**src/bisq_pkg.sv**
```systemverilog
// Package for the brake interlock sequencer: register map, field layout, timing.
// Assumes a 40 MHz drive clock; delays are programmed in milliseconds.
package bisq_pkg;
  localparam int unsigned CLK_HZ = 40_000_000;
  localparam int unsigned TICK_US = 1000;
  localparam int unsigned TICK_CYC = CLK_HZ / 1_000_000 * TICK_US;
  localparam logic [7:0] SPEED_STOP_RPM = 8'h1E;
  localparam logic [11:0] OFF_CTRL = 12'h000;
  localparam logic [11:0] OFF_STOP_DLY = 12'h004;
  localparam logic [11:0] OFF_RUN_DLY = 12'h008;
  localparam logic [11:0] OFF_CLR_SPD = 12'h00C;
  localparam logic [11:0] OFF_STATUS = 12'h010;
  localparam int unsigned CTRL_DB_BIT = 0;
  localparam int unsigned ST_ON_BIT = 0;
  localparam int unsigned ST_BRK_BIT = 1;
  localparam int unsigned ST_PWR_BIT = 2;
  localparam int unsigned ST_DB_BIT = 3;
  localparam int unsigned ST_STATE_LSB = 4;
  localparam logic [15:0] RST_STOP_DLY = 16'h0000;
  localparam logic [15:0] RST_RUN_DLY = 16'h0000;
  localparam logic [15:0] RST_CLR_SPD = 16'h001E;
  localparam logic RST_DB_SEL = 1'b1;
  typedef enum logic [1:0] {
    BISQ_OFF = 2'b00,
    BISQ_ON = 2'b01,
    BISQ_STOP_DLY = 2'b10,
    BISQ_RUN_DLY = 2'b11
  } bisq_state_e;
endpackage

```
**src/bisq_brake_interlock_sequencer.sv**
```systemverilog
// Brake interlock sequencer: times the brake release request against servo
// ON, servo OFF and alarm, with an APB register file.
// Assumes pin inputs are asynchronous and the speed word is same-domain.
`timescale 1ns/1ps
module bisq_brake_interlock_sequencer
  import bisq_pkg::*;
#(
  parameter int unsigned TICK = TICK_CYC
) (
  input wire logic i_clk_sys,
  input wire logic i_rst_n,
  input wire logic i_servo_on,
  input wire logic i_alarm,
  input wire logic i_main_power_ok,
  input wire logic [15:0] i_speed_rpm,
  input wire logic i_psel,
  input wire logic i_penable,
  input wire logic i_pwrite,
  input wire logic [11:0] i_paddr,
  input wire logic [31:0] i_pwdata,
  output logic [31:0] o_prdata,
  output logic o_pready,
  output logic o_pslverr,
  output logic o_brake_release_request,
  output logic o_motor_power,
  output logic o_dynamic_brake,
  output logic o_alarm
);
  // Two-stage synchronisers for the pin inputs
  logic [2:0] sync1_reg, sync2_reg;
  always_ff @(posedge i_clk_sys) begin
    if (!i_rst_n) begin
      sync1_reg <= 3'h0;
      sync2_reg <= 3'h0;
    end else begin
      sync1_reg <= {i_main_power_ok, i_alarm, i_servo_on};
      sync2_reg <= sync1_reg;
    end
  end
  logic son_s, alm_s, pwr_ok_s;
  assign son_s = sync2_reg[0];
  assign alm_s = sync2_reg[1];
  assign pwr_ok_s = sync2_reg[2];

  // Register file
  logic [15:0] stop_dly_reg, stop_dly_next;
  logic [15:0] run_dly_reg, run_dly_next;
  logic [15:0] clr_spd_reg, clr_spd_next;
  logic db_sel_reg, db_sel_next;
  logic [31:0] prdata_reg, prdata_next;
  logic pready_reg, pready_next;
  logic pslverr_reg, pslverr_next;
  logic [31:0] status_w;
  logic addr_ok;
  logic apb_set;

  // Setup cycle latches the answer, so every access completes in its first access cycle
  assign apb_set = i_psel && !i_penable;
  assign addr_ok = (i_paddr == OFF_CTRL) || (i_paddr == OFF_STOP_DLY) ||
                   (i_paddr == OFF_RUN_DLY) || (i_paddr == OFF_CLR_SPD) ||
                   (i_paddr == OFF_STATUS);

  always_comb begin
    stop_dly_next = stop_dly_reg;
    run_dly_next = run_dly_reg;
    clr_spd_next = clr_spd_reg;
    db_sel_next = db_sel_reg;
    prdata_next = prdata_reg;
    pready_next = apb_set;
    pslverr_next = apb_set && !addr_ok;
    if (apb_set && !i_pwrite) begin
      unique case (i_paddr)
        OFF_CTRL: prdata_next = {31'h0, db_sel_reg};
        OFF_STOP_DLY: prdata_next = {16'h0, stop_dly_reg};
        OFF_RUN_DLY: prdata_next = {16'h0, run_dly_reg};
        OFF_CLR_SPD: prdata_next = {16'h0, clr_spd_reg};
        OFF_STATUS: prdata_next = status_w;
        default: prdata_next = 32'h0;
      endcase
    end
    // Writes take effect at the completing edge
    if (i_psel && i_penable && pready_reg && i_pwrite) begin
      unique case (i_paddr)
        OFF_CTRL: db_sel_next = i_pwdata[CTRL_DB_BIT];
        OFF_STOP_DLY: stop_dly_next = i_pwdata[15:0];
        OFF_RUN_DLY: run_dly_next = i_pwdata[15:0];
        OFF_CLR_SPD: clr_spd_next = i_pwdata[15:0];
        default: ;
      endcase
    end
  end

  always_ff @(posedge i_clk_sys) begin
    if (!i_rst_n) begin
      stop_dly_reg <= RST_STOP_DLY;
      run_dly_reg <= RST_RUN_DLY;
      clr_spd_reg <= RST_CLR_SPD;
      db_sel_reg <= RST_DB_SEL;
      prdata_reg <= 32'h0;
      pready_reg <= 1'b0;
      pslverr_reg <= 1'b0;
    end else begin
      stop_dly_reg <= stop_dly_next;
      run_dly_reg <= run_dly_next;
      clr_spd_reg <= clr_spd_next;
      db_sel_reg <= db_sel_next;
      prdata_reg <= prdata_next;
      pready_reg <= pready_next;
      pslverr_reg <= pslverr_next;
    end
  end

  // Sequencer
  bisq_state_e state_reg, state_next;
  logic brk_reg, brk_next;
  logic pwr_reg, pwr_next;
  logic db_reg, db_next;
  logic alm_reg, alm_next;
  logic son_arm_reg, son_arm_next;
  logic son_d_reg;
  logic tmr_start;
  logic tmr_done;
  logic fault;
  logic stopped;
  logic below_clr;

  assign stopped = i_speed_rpm <= {8'h00, SPEED_STOP_RPM};
  assign below_clr = i_speed_rpm <= clr_spd_reg;
  // Lost main power while energised counts as an alarm
  assign fault = alm_s || (pwr_reg && !pwr_ok_s);

  bisq_ms_timer #(
    .TICK(TICK)
  ) u_timer (
    .i_clk_sys(i_clk_sys),
    .i_rst_n(i_rst_n),
    .i_start(tmr_start),
    .i_ms((state_next == BISQ_STOP_DLY) ? stop_dly_reg : run_dly_reg),
    .o_done(tmr_done)
  );

  always_comb begin
    state_next = state_reg;
    brk_next = brk_reg;
    pwr_next = pwr_reg;
    db_next = db_reg;
    alm_next = alm_reg || fault;
    son_arm_next = son_arm_reg;
    tmr_start = 1'b0;
    // A fresh rising edge of servo ON arms entry; an alarm disarms it
    if (son_s && !son_d_reg) begin
      son_arm_next = 1'b1;
    end
    if (!son_s || fault) begin
      son_arm_next = 1'b0;
    end
    if (!fault && !alm_s && pwr_ok_s && alm_reg && !pwr_reg) begin
      alm_next = 1'b0;
    end
    unique case (state_reg)
      BISQ_OFF: begin
        brk_next = 1'b0;
        pwr_next = 1'b0;
        // Entry waits for standstill, also after a decelerating stop
        if (son_arm_reg && son_s && !fault && !alm_reg && stopped) begin
          state_next = BISQ_ON;
          pwr_next = 1'b1;
          brk_next = 1'b1;
          db_next = 1'b0;
        end
      end
      BISQ_ON: begin
        brk_next = 1'b1;
        if (fault) begin
          state_next = BISQ_RUN_DLY;
          tmr_start = 1'b1;
          db_next = db_sel_reg;
        end else if (!son_s) begin
          db_next = db_sel_reg;
          tmr_start = 1'b1;
          state_next = stopped ? BISQ_STOP_DLY : BISQ_RUN_DLY;
        end
      end
      BISQ_STOP_DLY: begin
        if (fault) begin
          state_next = BISQ_RUN_DLY;
          tmr_start = 1'b1;
        end else if (tmr_done) begin
          state_next = BISQ_OFF;
          brk_next = 1'b0;
          pwr_next = 1'b0;
        end
      end
      BISQ_RUN_DLY: begin
        if (tmr_done || below_clr) begin
          state_next = BISQ_OFF;
          brk_next = 1'b0;
          pwr_next = 1'b0;
        end
      end
    endcase
  end

  always_ff @(posedge i_clk_sys) begin
    if (!i_rst_n) begin
      state_reg <= BISQ_OFF;
      brk_reg <= 1'b0;
      pwr_reg <= 1'b0;
      db_reg <= RST_DB_SEL;
      alm_reg <= 1'b0;
      son_arm_reg <= 1'b0;
      son_d_reg <= 1'b0;
    end else begin
      state_reg <= state_next;
      brk_reg <= brk_next;
      pwr_reg <= pwr_next;
      db_reg <= db_next;
      alm_reg <= alm_next;
      son_arm_reg <= son_arm_next;
      son_d_reg <= son_s;
    end
  end

  assign status_w = {26'h0, state_reg, db_reg, pwr_reg, brk_reg, (state_reg == BISQ_ON)};
  assign o_prdata = prdata_reg;
  assign o_pready = pready_reg;
  assign o_pslverr = pslverr_reg;
  assign o_brake_release_request = brk_reg;
  assign o_motor_power = pwr_reg;
  assign o_dynamic_brake = db_reg;
  assign o_alarm = alm_reg;
endmodule // bisq_brake_interlock_sequencer

```
**src/bisq_ms_timer.sv**
```systemverilog
// Millisecond down-counter used for the brake delays.
// Assumes start is a one-cycle pulse from the same clock domain.
`timescale 1ns/1ps
module bisq_ms_timer
  import bisq_pkg::*;
#(
  parameter int unsigned TICK = TICK_CYC
) (
  input wire logic i_clk_sys,
  input wire logic i_rst_n,
  input wire logic i_start,
  input wire logic [15:0] i_ms,
  output logic o_done
);
  logic [15:0] ms_reg, ms_next;
  logic [15:0] tick_reg, tick_next;
  logic run_reg, run_next;
  logic done_reg, done_next;

  always_comb begin
    ms_next = ms_reg;
    tick_next = tick_reg;
    run_next = run_reg;
    done_next = 1'b0;
    if (i_start) begin
      ms_next = i_ms;
      tick_next = 16'(TICK - 1);
      run_next = 1'b1;
      // A zero delay expires on the next cycle
      if (i_ms == 16'h0000) begin
        run_next = 1'b0;
        done_next = 1'b1;
      end
    end else if (run_reg) begin
      if (tick_reg == 16'h0000) begin
        tick_next = 16'(TICK - 1);
        if (ms_reg == 16'h0001) begin
          run_next = 1'b0;
          done_next = 1'b1;
        end
        ms_next = ms_reg - 16'h0001;
      end else begin
        tick_next = tick_reg - 16'h0001;
      end
    end
  end

  always_ff @(posedge i_clk_sys) begin
    if (!i_rst_n) begin
      ms_reg <= 16'h0000;
      tick_reg <= 16'h0000;
      run_reg <= 1'b0;
      done_reg <= 1'b0;
    end else begin
      ms_reg <= ms_next;
      tick_reg <= tick_next;
      run_reg <= run_next;
      done_reg <= done_next;
    end
  end

  assign o_done = done_reg;
endmodule // bisq_ms_timer

```
**config.mk**
```make
export PLATFORM = sky130hd
export DESIGN_NAME = bisq_brake_interlock_sequencer
export DESIGN_NICKNAME = d
export VERILOG_FILES = /design/src/bisq_pkg.sv /design/src/bisq_brake_interlock_sequencer.sv /design/src/bisq_ms_timer.sv
export SDC_FILE = /design/constraint.sdc
export NUM_CORES = 1
export LEC_CHECK = 0
export ABC_AREA = 1
export BUFFER_PORTS_ARGS = -buffer_cell sky130_fd_sc_hd__clkbuf_2
export CORE_ASPECT_RATIO = 0.7
export CORE_MARGIN = 2
export CORE_UTILIZATION = 56
export DETAILED_ROUTE_END_ITERATION = 10
export PLACE_DENSITY_LB_ADDON = 0.25
export SETUP_SLACK_MARGIN = 0.3
export SKIP_LAST_GASP = 1
export SYNTH_ARGS = -nofsm -noshare
export SYNTH_HDL_FRONTEND = slang
export SYNTH_SLANG_ARGS = --single-unit
export TNS_END_PERCENT = 30
```
**constraint.sdc**
```tcl
create_clock -name i_clk_sys -period 3 [get_ports i_clk_sys]
set_input_delay 0 -clock i_clk_sys [delete_from_list [all_inputs] [get_ports i_clk_sys]]
set_output_delay 0 -clock i_clk_sys [all_outputs]
set_load 0.02 [all_outputs]
```
# == Yosys cells after proc, flatten, opt, wreduce, memory -nomap -nowiden ==
# Cells that the tools add are included.
# W data, S select, Z words.
# word_totals
register_bits,131
input_bits,68
out_inout_bits,38
# classes
n_addsub,2
n_lt_le_gt_ge,2
n_eq_ne,14
n_mux,40
bitwise,1
reduce_logical,53
# ops
operator,count
$mux W16,7
$pmux W16 S5,1
$logic_not A16 Y1,2
$sub A16 B1 Y16 const B,2
$eq A12 B4 Y1 const B,2
$mux W1,21
$eq A16 B1 Y1 const B,1
$le A16 B16 Y1,1
$le A16 B5 Y1 const B,1
$logic_and A1 B1 Y1,16
$eq A12 B3 Y1 const B,1
$eq A12 B5 Y1 const B,1
$logic_not A12 Y1,1
$mux W2,6
$logic_not A1 Y1,10
$reduce_and A2 Y1,5
$logic_or A1 B1 Y1,8
$pmux W2 S4,1
$eq A2 B2 Y1 const B,3
$ne A2 B2 Y1 const B,3
$reduce_and A3 Y1,2
$reduce_bool A2 Y1,3
$reduce_or A2 Y1,3
$pmux W1 S2,2
other kinds (9),9

# == Logic depth before layout (Yosys ltp) ==
# Gate-level depths: netlist (run 1).
# depth
ltp_word,14
depth_mapped,25
mapped_depth_nobuf,24

# == Cells and area by module ==
# A second synthesis (run 1) with hierarchy kept.
# unflattened
cells_unflattened,955
area_unflattened_um2,6557.5
# by_module_without_submodules
mod,instances,cells_each,area_each_um2,seq_area_each_um2
bisq_brake_interlock_sequencer,1,595,4365.4,1621.6
bisq_ms_timer,1,360,2192.1,680.7

# == Worst setup path after synthesis (run 1) ==
# OpenSTA, ideal clock, no wires.
# synth_path
path_kind,reg2reg
start,register clr_spd_reg[7]
end,register u_timer.run_reg
setup_time_ps,125
arrival_ps,2060
path_slack_ps,815
stages_incl_launch_ff,21
n_path_buf,1
synth_period_minus_slack_ps,2185
cell_sequence,dfxtp_1 > inv_1 > ha_1 > nand2_1 > nor2_1 > nand4_1 > nor2_1 > nor2_1 > nand2_1 > nand2_1 > nand2_1 > nand2_1 > nor2_4 > buf_6 > o21ai_1 > nor2_1 > nand2_1 > nor2_1 > nand2_1 > nand3_1 > nand2_1
# synth_via
elab_chain_len,9
# synth_lines
item,line,text
start: declaration,bisq_brake_interlock_sequencer.sv:48,"logic [15:0] clr_spd_reg, clr_spd_next;"
start signal: assignment,bisq_brake_interlock_sequencer.sv:105,clr_spd_reg <= clr_spd_next;
$le A16 B16 Y1,bisq_brake_interlock_sequencer.sv:128,assign below_clr = i_speed_rpm <= clr_spd_reg;
$logic_or A1 B1 Y1,bisq_brake_interlock_sequencer.sv:195,if (tmr_done || below_clr) begin
$mux W2,bisq_brake_interlock_sequencer.sv:195,
$pmux W2 S4,bisq_brake_interlock_sequencer.sv:160,unique case (state_reg)
$eq A2 B2 Y1,bisq_brake_interlock_sequencer.sv:138,".i_ms((state_next == BISQ_STOP_DLY) ? stop_dly_reg : run_dly_reg),"
$mux W16,bisq_brake_interlock_sequencer.sv:138,
$logic_not A16 Y1,bisq_ms_timer.sv:30,if (i_ms == 16'h0000) begin
$mux W1,bisq_ms_timer.sv:30,
$mux W1,bisq_ms_timer.sv:25,if (i_start) begin
end signal: assignment,bisq_ms_timer.sv:57,run_reg <= run_next;
end: declaration,bisq_ms_timer.sv:17,"logic run_reg, run_next;"
# Every way passes these cells.
# A chain may end at the register's enable or synchronous reset.

# == Worst setup path in the final report (run 1) ==
# layout_path
start,register clr_spd_reg[9]
end,register u_timer.run_reg
# Same word-level chain as after synthesis.

==> results of run 1 <==
-- worst min path at each step --
stage | start | end | slack (ns)
floorplan | i_servo_on | sync1_reg[0]$_SDFF_PN0_ | 0.1
global placement | i_main_power_ok | sync1_reg[2]$_SDFF_PN0_ | 0.19
detailed placement | i_main_power_ok | sync1_reg[2]$_SDFF_PN0_ | 0.19
CTS | i_paddr[0] | o_pslverr$_SDFF_PN0_ | 0.04
global route | i_paddr[0] | o_pslverr$_SDFF_PN0_ | 0.11
finish | i_paddr[0] | o_pslverr$_SDFF_PN0_ | 0.04
-- cells by family after synthesis --
family | count (synthesis) | share of synthesized area, %
AOI/OAI and AO/OA | 229 | 21.4
xor gates and xnor gates | 10 | 1.44
adders and majority gates | 24 | 4.94
buffers and inverters | 186 | 12.7
DFF | 115 | 37.9
other | 1 | 0.0617
and+or+nand+nor | 309 | 21.6
-- placed cells by master (no fill, tap or decap), types with 17 or more instances in the layout --
cell type	synthesis	final
inv_1	138	127
dlygate4sd3_1	0	23
clkbuf_16	0	17
nand3_1	19	18
nor2_1	78	71
a21oi_1	91	90
nand2_1	168	154
clkbuf_2	0	73
dfxtp_1	115	107
o21ai_0	77	75
-- worst max-delay path, stage by stage, from the launching register on --
cell,delay [ns]
dfxtp_2,0.32
inv_2,0.05
ha_4,0.26
nand2_2,0.05
nor2_2,0.10
nand4_1,0.19
nor2_1,0.17
nor2_1,0.07
nand2_1,0.08
nand2_2,0.09
nand2_2,0.07
nand2_2,0.07
nor2_4,0.22
buf_6,0.14
o21ai_2,0.06
nor2_1,0.11
nand2_1,0.10
nor2_4,0.15
nand2_2,0.08
nand3_2,0.05
nand2_1,0.05
-- final cells by class --
cell class                      instances  share of cell area, %
Multi-Input combinational cell        588                   42.7
Sequential cell                       115                   30.1
Timing Repair Buffer                  115                   9.82
Inverter                              141                   6.90
Clock buffer                           19                   5.90
Clock inverter                         13                   2.36
Tap cell                              132                   2.15
-- layer usage --
layer / GRT usage (%) / vias up
met3: 5.77 / 30
met4: 10.8 / 0
met1: 40.5 / 2805
li1: - / 3064
met2: 44.5 / 258
met5: 0 / -
-- power by group through the flow --
stage | Sequential, uW | Clock, uW | Combinational [uW]
4_1_cts | 1740 | 2170 | 1420
3_3_place_gp | 1770 | 0 | 1300
3_5_place_dp | 1770 | 0 | 1320
2_1_floorplan | 1770 | 0 | 1030
6_report | 1740 | 2160 | 1530
5_1_grt | 1760 | 2250 | 1700
-- stage by stage --
step	total power, uW	hold slack (ns)	cells	worst slack [ns]
6_report	5440	0.0420	1123	0.368
5_1_grt	5720	0.107	1123	0.243
4_1_cts	5330	0.0403	1119	0.306
3_5_place_dp	3090	0.188	1060	0.184
3_3_place_gp	3070	0.185	1060	0.265
2_1_floorplan	2790	0.0976	889	0.815
-- what timing repair did --
item | CTS | global route
hold buffers | 23 | 0
setup endpoints to repair | 2 | 4
endpoints found under the hold margin | 53 | 0
setup buffers | 4 | 4
pin swaps | 4 | 26
gates resized for setup | 5 | 58
==> results.json, run 1 <==
{
  "outcome": "completed",
  "die_w_um": 129,
  "antenna_found_initial": 0,
  "regToRegSetupSlack_ns": 0.37,
  "grt_max_degree": 82,
  "drc": 0,
  "drive_gt1_share_pct": 19.4,
  "grtUsageTotal_pct": 29.0,
  "clkLatencyLatePin_ns": 0.42,
  "viasPerCell": 5.48,
  "crit_end": "u_timer.run_reg$_SDFF_PN0_",
  "p_switching_uw": 1790,
  "insertedDiodeCount": 0,
  "fillerInstances": 809,
  "synthFlopType": "dfxtp_1",
  "cts_buffer_depth": 2,
  "m1WireLength_um": 7750,
  "worst_slew_pin_slew_ns": 1.16,
  "grt_pass1_wl_um": 26700,
  "slew_headroom_pct": 22.7,
  "vias": 6157,
  "ant_nets": 0,
  "clk_pin_slew_ns": 0.06,
  "rows": 31,
  "min_path_type": "in2reg",
  "rsz0062_at_grt": "true",
  "drt_iter0_drc": 619,
  "seq_area_frac_synth_pct": 37.9,
  "period_minus_slack_ns": 2.63,
  "cts_buffers": 17,
  "portBuffers": 73,
  "fin_setup_tns_ns": 0,
  "netlist_instances": 874,
  "placed_area_mm2": 0.00651,
  "die_h_um": 91.2,
  "path_class": "reg2reg",
  "period_share_pct": 87.7,
  "p_per_area_mw_per_mm2": 709,
  "met2WireLength_um": 7520,
  "gp_congestion": 0.956,
  "cp-end-kind": "flip-flop",
  "core_area_mm2": 0.0105,
  "synth_seq_cells": 115,
  "die-area_mm2": 0.0117,
  "synth_common_cells": "nand2_1 (168), inv_1 (138), dfxtp_1 (115), a21oi_1 (91), nor2_1 (78)",
  "synthTopCellsByArea": "dfxtp_1 (38%), nand2_1 (10%), inv_1 (8.5%), a21oi_1 (7.5%), o21ai_0 (6.3%)",
  "avgSynthCellArea_um2": 6.96,
  "cts_num_sinks": 115,
  "cap_violations": 0,
  "grt_pass1_vias": 5562,
  "combPwrFrac_pct": 28.2,
  "netlist_area_mm2": 0.00608,
  "postLayoutCoreUtil_pct": 73.3,
  "ff2ff_path_depth": 20,
  "arrival_ns": 2.94,
  "peakVddDrop_mv": 0.537,
  "cts_tree": "done",
  "r2r-end": "u_timer.run_reg$_SDFF_PN0_",
  "dr.pass1.iters": 5,
  "cp.required_ns": 3.31,
  "ys_warn_count": 0,
  "finalClockSkew_ns": 0.00642,
  "slew_violations": 0,
  "fmax_mhz": 380,
  "multiInputGateArea_mm2": 0.00328,
  "p_clk_share_pct": 39.8,
  "postRouteWirelength_um": 16800,
  "synth_cell_type_count": 45,
  "synth.top_cell.area_share_pct": 37.9,
  "whs_path_depth": 5,
  "nNetsFinal": 1070,
  "area_growth_pct": 26.2,
  "h-tree-depth": 4,
  "sequentialPowerShare_pct": 32.1,
  "ios": 106,
  "cts_root_buffer": "clkbuf_16",
  "synth-async-reset-ratio_pct": 0,
  "p_sw_share_pct": 32.9,
  "avgRoutedWirePerCell_um": 14.9,
  "hold_viol_final": 0,
  "post-dp-hpwl_um": 11200,
  "dr_wl_met3_um": 1140,
  "design_area_mm2": 0.00767,
  "p_leak_uw": 0.00344,
  "synth_edf_count": 0,
  "grt-ovfl-total": 0,
  "seq_area_mm2": 0.00231,
  "setup_viol_count_final": 0,
  "rr_startpoint": "clr_spd_reg[9]$_SDFFE_PN0P_",
  "start_kind": "flip-flop",
  "p_int_uw": 3650,
  "start_util_pct": 58.1,
  "yosysTopAreaCell": "dfxtp_1",
  "cp_max_fo": 6,
  "yosysMostFrequentCell": "nand2_1",
  "top_layer": "met4",
  "critPathLaunch": "clr_spd_reg[9]$_SDFFE_PN0P_"
}
(Power assumes the default switching activity.)
==> inputs of run 2 (changes only) <==
CORE_UTILIZATION = 51   (was 56)
clock period = 2.2 ns   (was 3 ns; I/O delays follow)
==> run 2 against run 1 <==
The run now ends with negative setup slack left. Design area up 7.2%. Clock skew grew 0.0025 ns. Global-route usage down 1.2 points. Non-clock buffer count increased by 62. Register-to-register slack got worse by 0.70 ns. Wire length rose by 4.7%. Utilization fell by 2.9 points. Combinational power is 64% higher. Sequential power up 36%. Total power grew 41%. Final cell count is 7.7% higher. Largest power group unchanged. Highest routed layer unchanged.
==> results.json, run 2 (synthesis results as in run 1) <==
{
  "min_path_type": "in2reg",
  "cts_buffers": 17,
  "clkLatencyLatePin_ns": 0.42,
  "cts_tree": "done",
  "cts_num_sinks": 115,
  "met2WireLength_um": 7550,
  "finalNonFillerCells": 1210,
  "ant_nets": 0,
  "slew_headroom_pct": 41.0,
  "post-dp-hpwl_um": 12400,
  "insertedDiodeCount": 0,
  "p_int_uw": 5020,
  "postRouteWirelength_um": 17600,
  "dr.pass1.iters": 5,
  "outcome": "finished with violations",
  "die-area_mm2": 0.0128,
  "worst_slew_pin_slew_ns": 0.884,
  "period_share_pct": 115,
  "grtUsageTotal_pct": 27.8,
  "sequentialPowerShare_pct": 30.8,
  "finalClockSkew_ns": 0.00887,
  "setup_viol_count_final": 19,
  "drt_iter0_drc": 507,
  "slew_violations": 0,
  "pre_cts_ws_ns": -0.277,
  "rr_startpoint": "clr_spd_reg[11]$_SDFFE_PN0P_",
  "rows": 33,
  "grt_max_degree": 82,
  "timing.final.ws_setup_ns": -0.335,
  "period_minus_slack_ns": 2.54,
  "drive_gt1_share_pct": 25.5,
  "die_h_um": 95.4,
  "cp.required_ns": 2.50,
  "placedCellCount": 1149,
  "placed_area_mm2": 0.00719,
  "p_per_area_mw_per_mm2": 931,
  "dr_wl_met3_um": 1270,
  "path_class": "reg2reg",
  "rsz0062_at_grt": "true",
  "finalPower_uw": 7660,
  "start_kind": "flip-flop",
  "vias": 6370,
  "gp_congestion": 0.915,
  "mostFrequentLayoutCells": "nand2_1 (151), inv_1 (124), dfxtp_1 (105)",
  "cts_root_buffer": "clkbuf_16",
  "cts_buffer_depth": 2,
  "hold_viol_final": 0,
  "critPathLaunch": "clr_spd_reg[11]$_SDFFE_PN0P_",
  "die_w_um": 135,
  "ios": 106,
  "start_util_pct": 52.1,
  "nNetsFinal": 1132,
  "p_clk_share_pct": 36.5,
  "design_area_mm2": 0.00822,
  "m1WireLength_um": 8420,
  "drc": 0,
  "core_area_mm2": 0.0117,
  "cp_max_fo": 5,
  "avgRoutedWirePerCell_um": 14.5,
  "layout_commonest_cell": "nand2_1",
  "grt-ovfl-total": 0,
  "top_layer": "met4",
  "hold-worst-slack_ns": 0.0431,
  "p_leak_uw": 0.00375,
  "cp-end-kind": "flip-flop",
  "grt_pass1_vias": 5858,
  "combPwrFrac_pct": 32.7,
  "grt_pass1_wl_um": 28100,
  "antenna_found_initial": 0,
  "portBuffers": 73,
  "cap_violations": 0,
  "min_from": "i_paddr[0]",
  "fillerInstances": 926,
  "peakVddDrop_mv": 0.640,
  "arrival_ns": 2.83,
  "p_switching_uw": 2640,
  "h-tree-depth": 4,
  "viasPerCell": 5.26,
  "p_sw_share_pct": 34.5,
  "fmax_mhz": 394,
  "area_growth_pct": 35.2,
  "violations": "negative setup slack",
  "clk_pin_slew_ns": 0.06
}
## run 2: final timing paths
kind                                     end  cells after the start  slack, ns
hold reg to reg      sync2_reg[0]$_SDFF_PN0_                      2       0.41
setup reg to reg  u_timer.run_reg$_SDFF_PN0_                     20      -0.34
hold / removal          o_pslverr$_SDFF_PN0_                      5       0.04
setup / recovery  u_timer.run_reg$_SDFF_PN0_                     20      -0.34
## run 2: area by class of cell
type                       count  area (um2)  area share (%)
multi-input combinational    588        3340            40.6
sequential                   115        2320            28.2
inverter                     141         529            6.44
tap                          157         196            2.39
timing repair buffer         177        1250            15.2
clock inverter                15         168            2.04
clock buffer                  17         425            5.17
## run 2: stage by stage
step,TNS (ns),utilization (%)
5_1_grt,-5.84,70.4
3_3_place_gp,-0.713,61.5
3_5_place_dp,-1.31,61.5
6_report,-2.79,70.4
2_1_floorplan,0,-
4_1_cts,-1.58,68.7
## run 2: per-layer routing
layer / up-vias / track usage [%]
li1: 3191 / -
met2: 241 / 43.2
met3: 40 / 6.11
met1: 2898 / 38.7
met4: 0 / 8.86
met5: - / 0
## run 2: critical path, stage by stage (launching register included)
cell     delay [ns]
dfxtp_2        0.32
inv_2          0.04
ha_4           0.26
nand2_2        0.06
nor2_2         0.10
nand4_1        0.16
nor2_1         0.12
nor2_1         0.06
nand2_1        0.10
nand2_2        0.10
nand2_2        0.08
nand2_2        0.06
nor2_4         0.19
buf_12         0.16
o21ai_4        0.05
nor2_1         0.11
nand2_1        0.07
nor2_2         0.14
nand2_2        0.10
nand3_2        0.07
nand2_1        0.05
## run 2: power groups by stage
stage                     registers [uW]  logic (uW)  clock network (uW)
final                               2360        2510                2790
after global routing                2380        2800                2920
after CTS                           2350        2280                2810
after detailed placement            2400        2190                   0
after global placement              2400        2180                   0
after floorplan                     2410        1420                   0
## run 2: what timing repair did
action                     in CTS  in global routing
setup endpoints to repair      33                 40
pin swaps                       2                 29
setup buffers                   1                  3
hold buffers                   23                  0
resized for setup               4                 36
gates cloned                    0                  2
hold endpoints to repair       54                  0
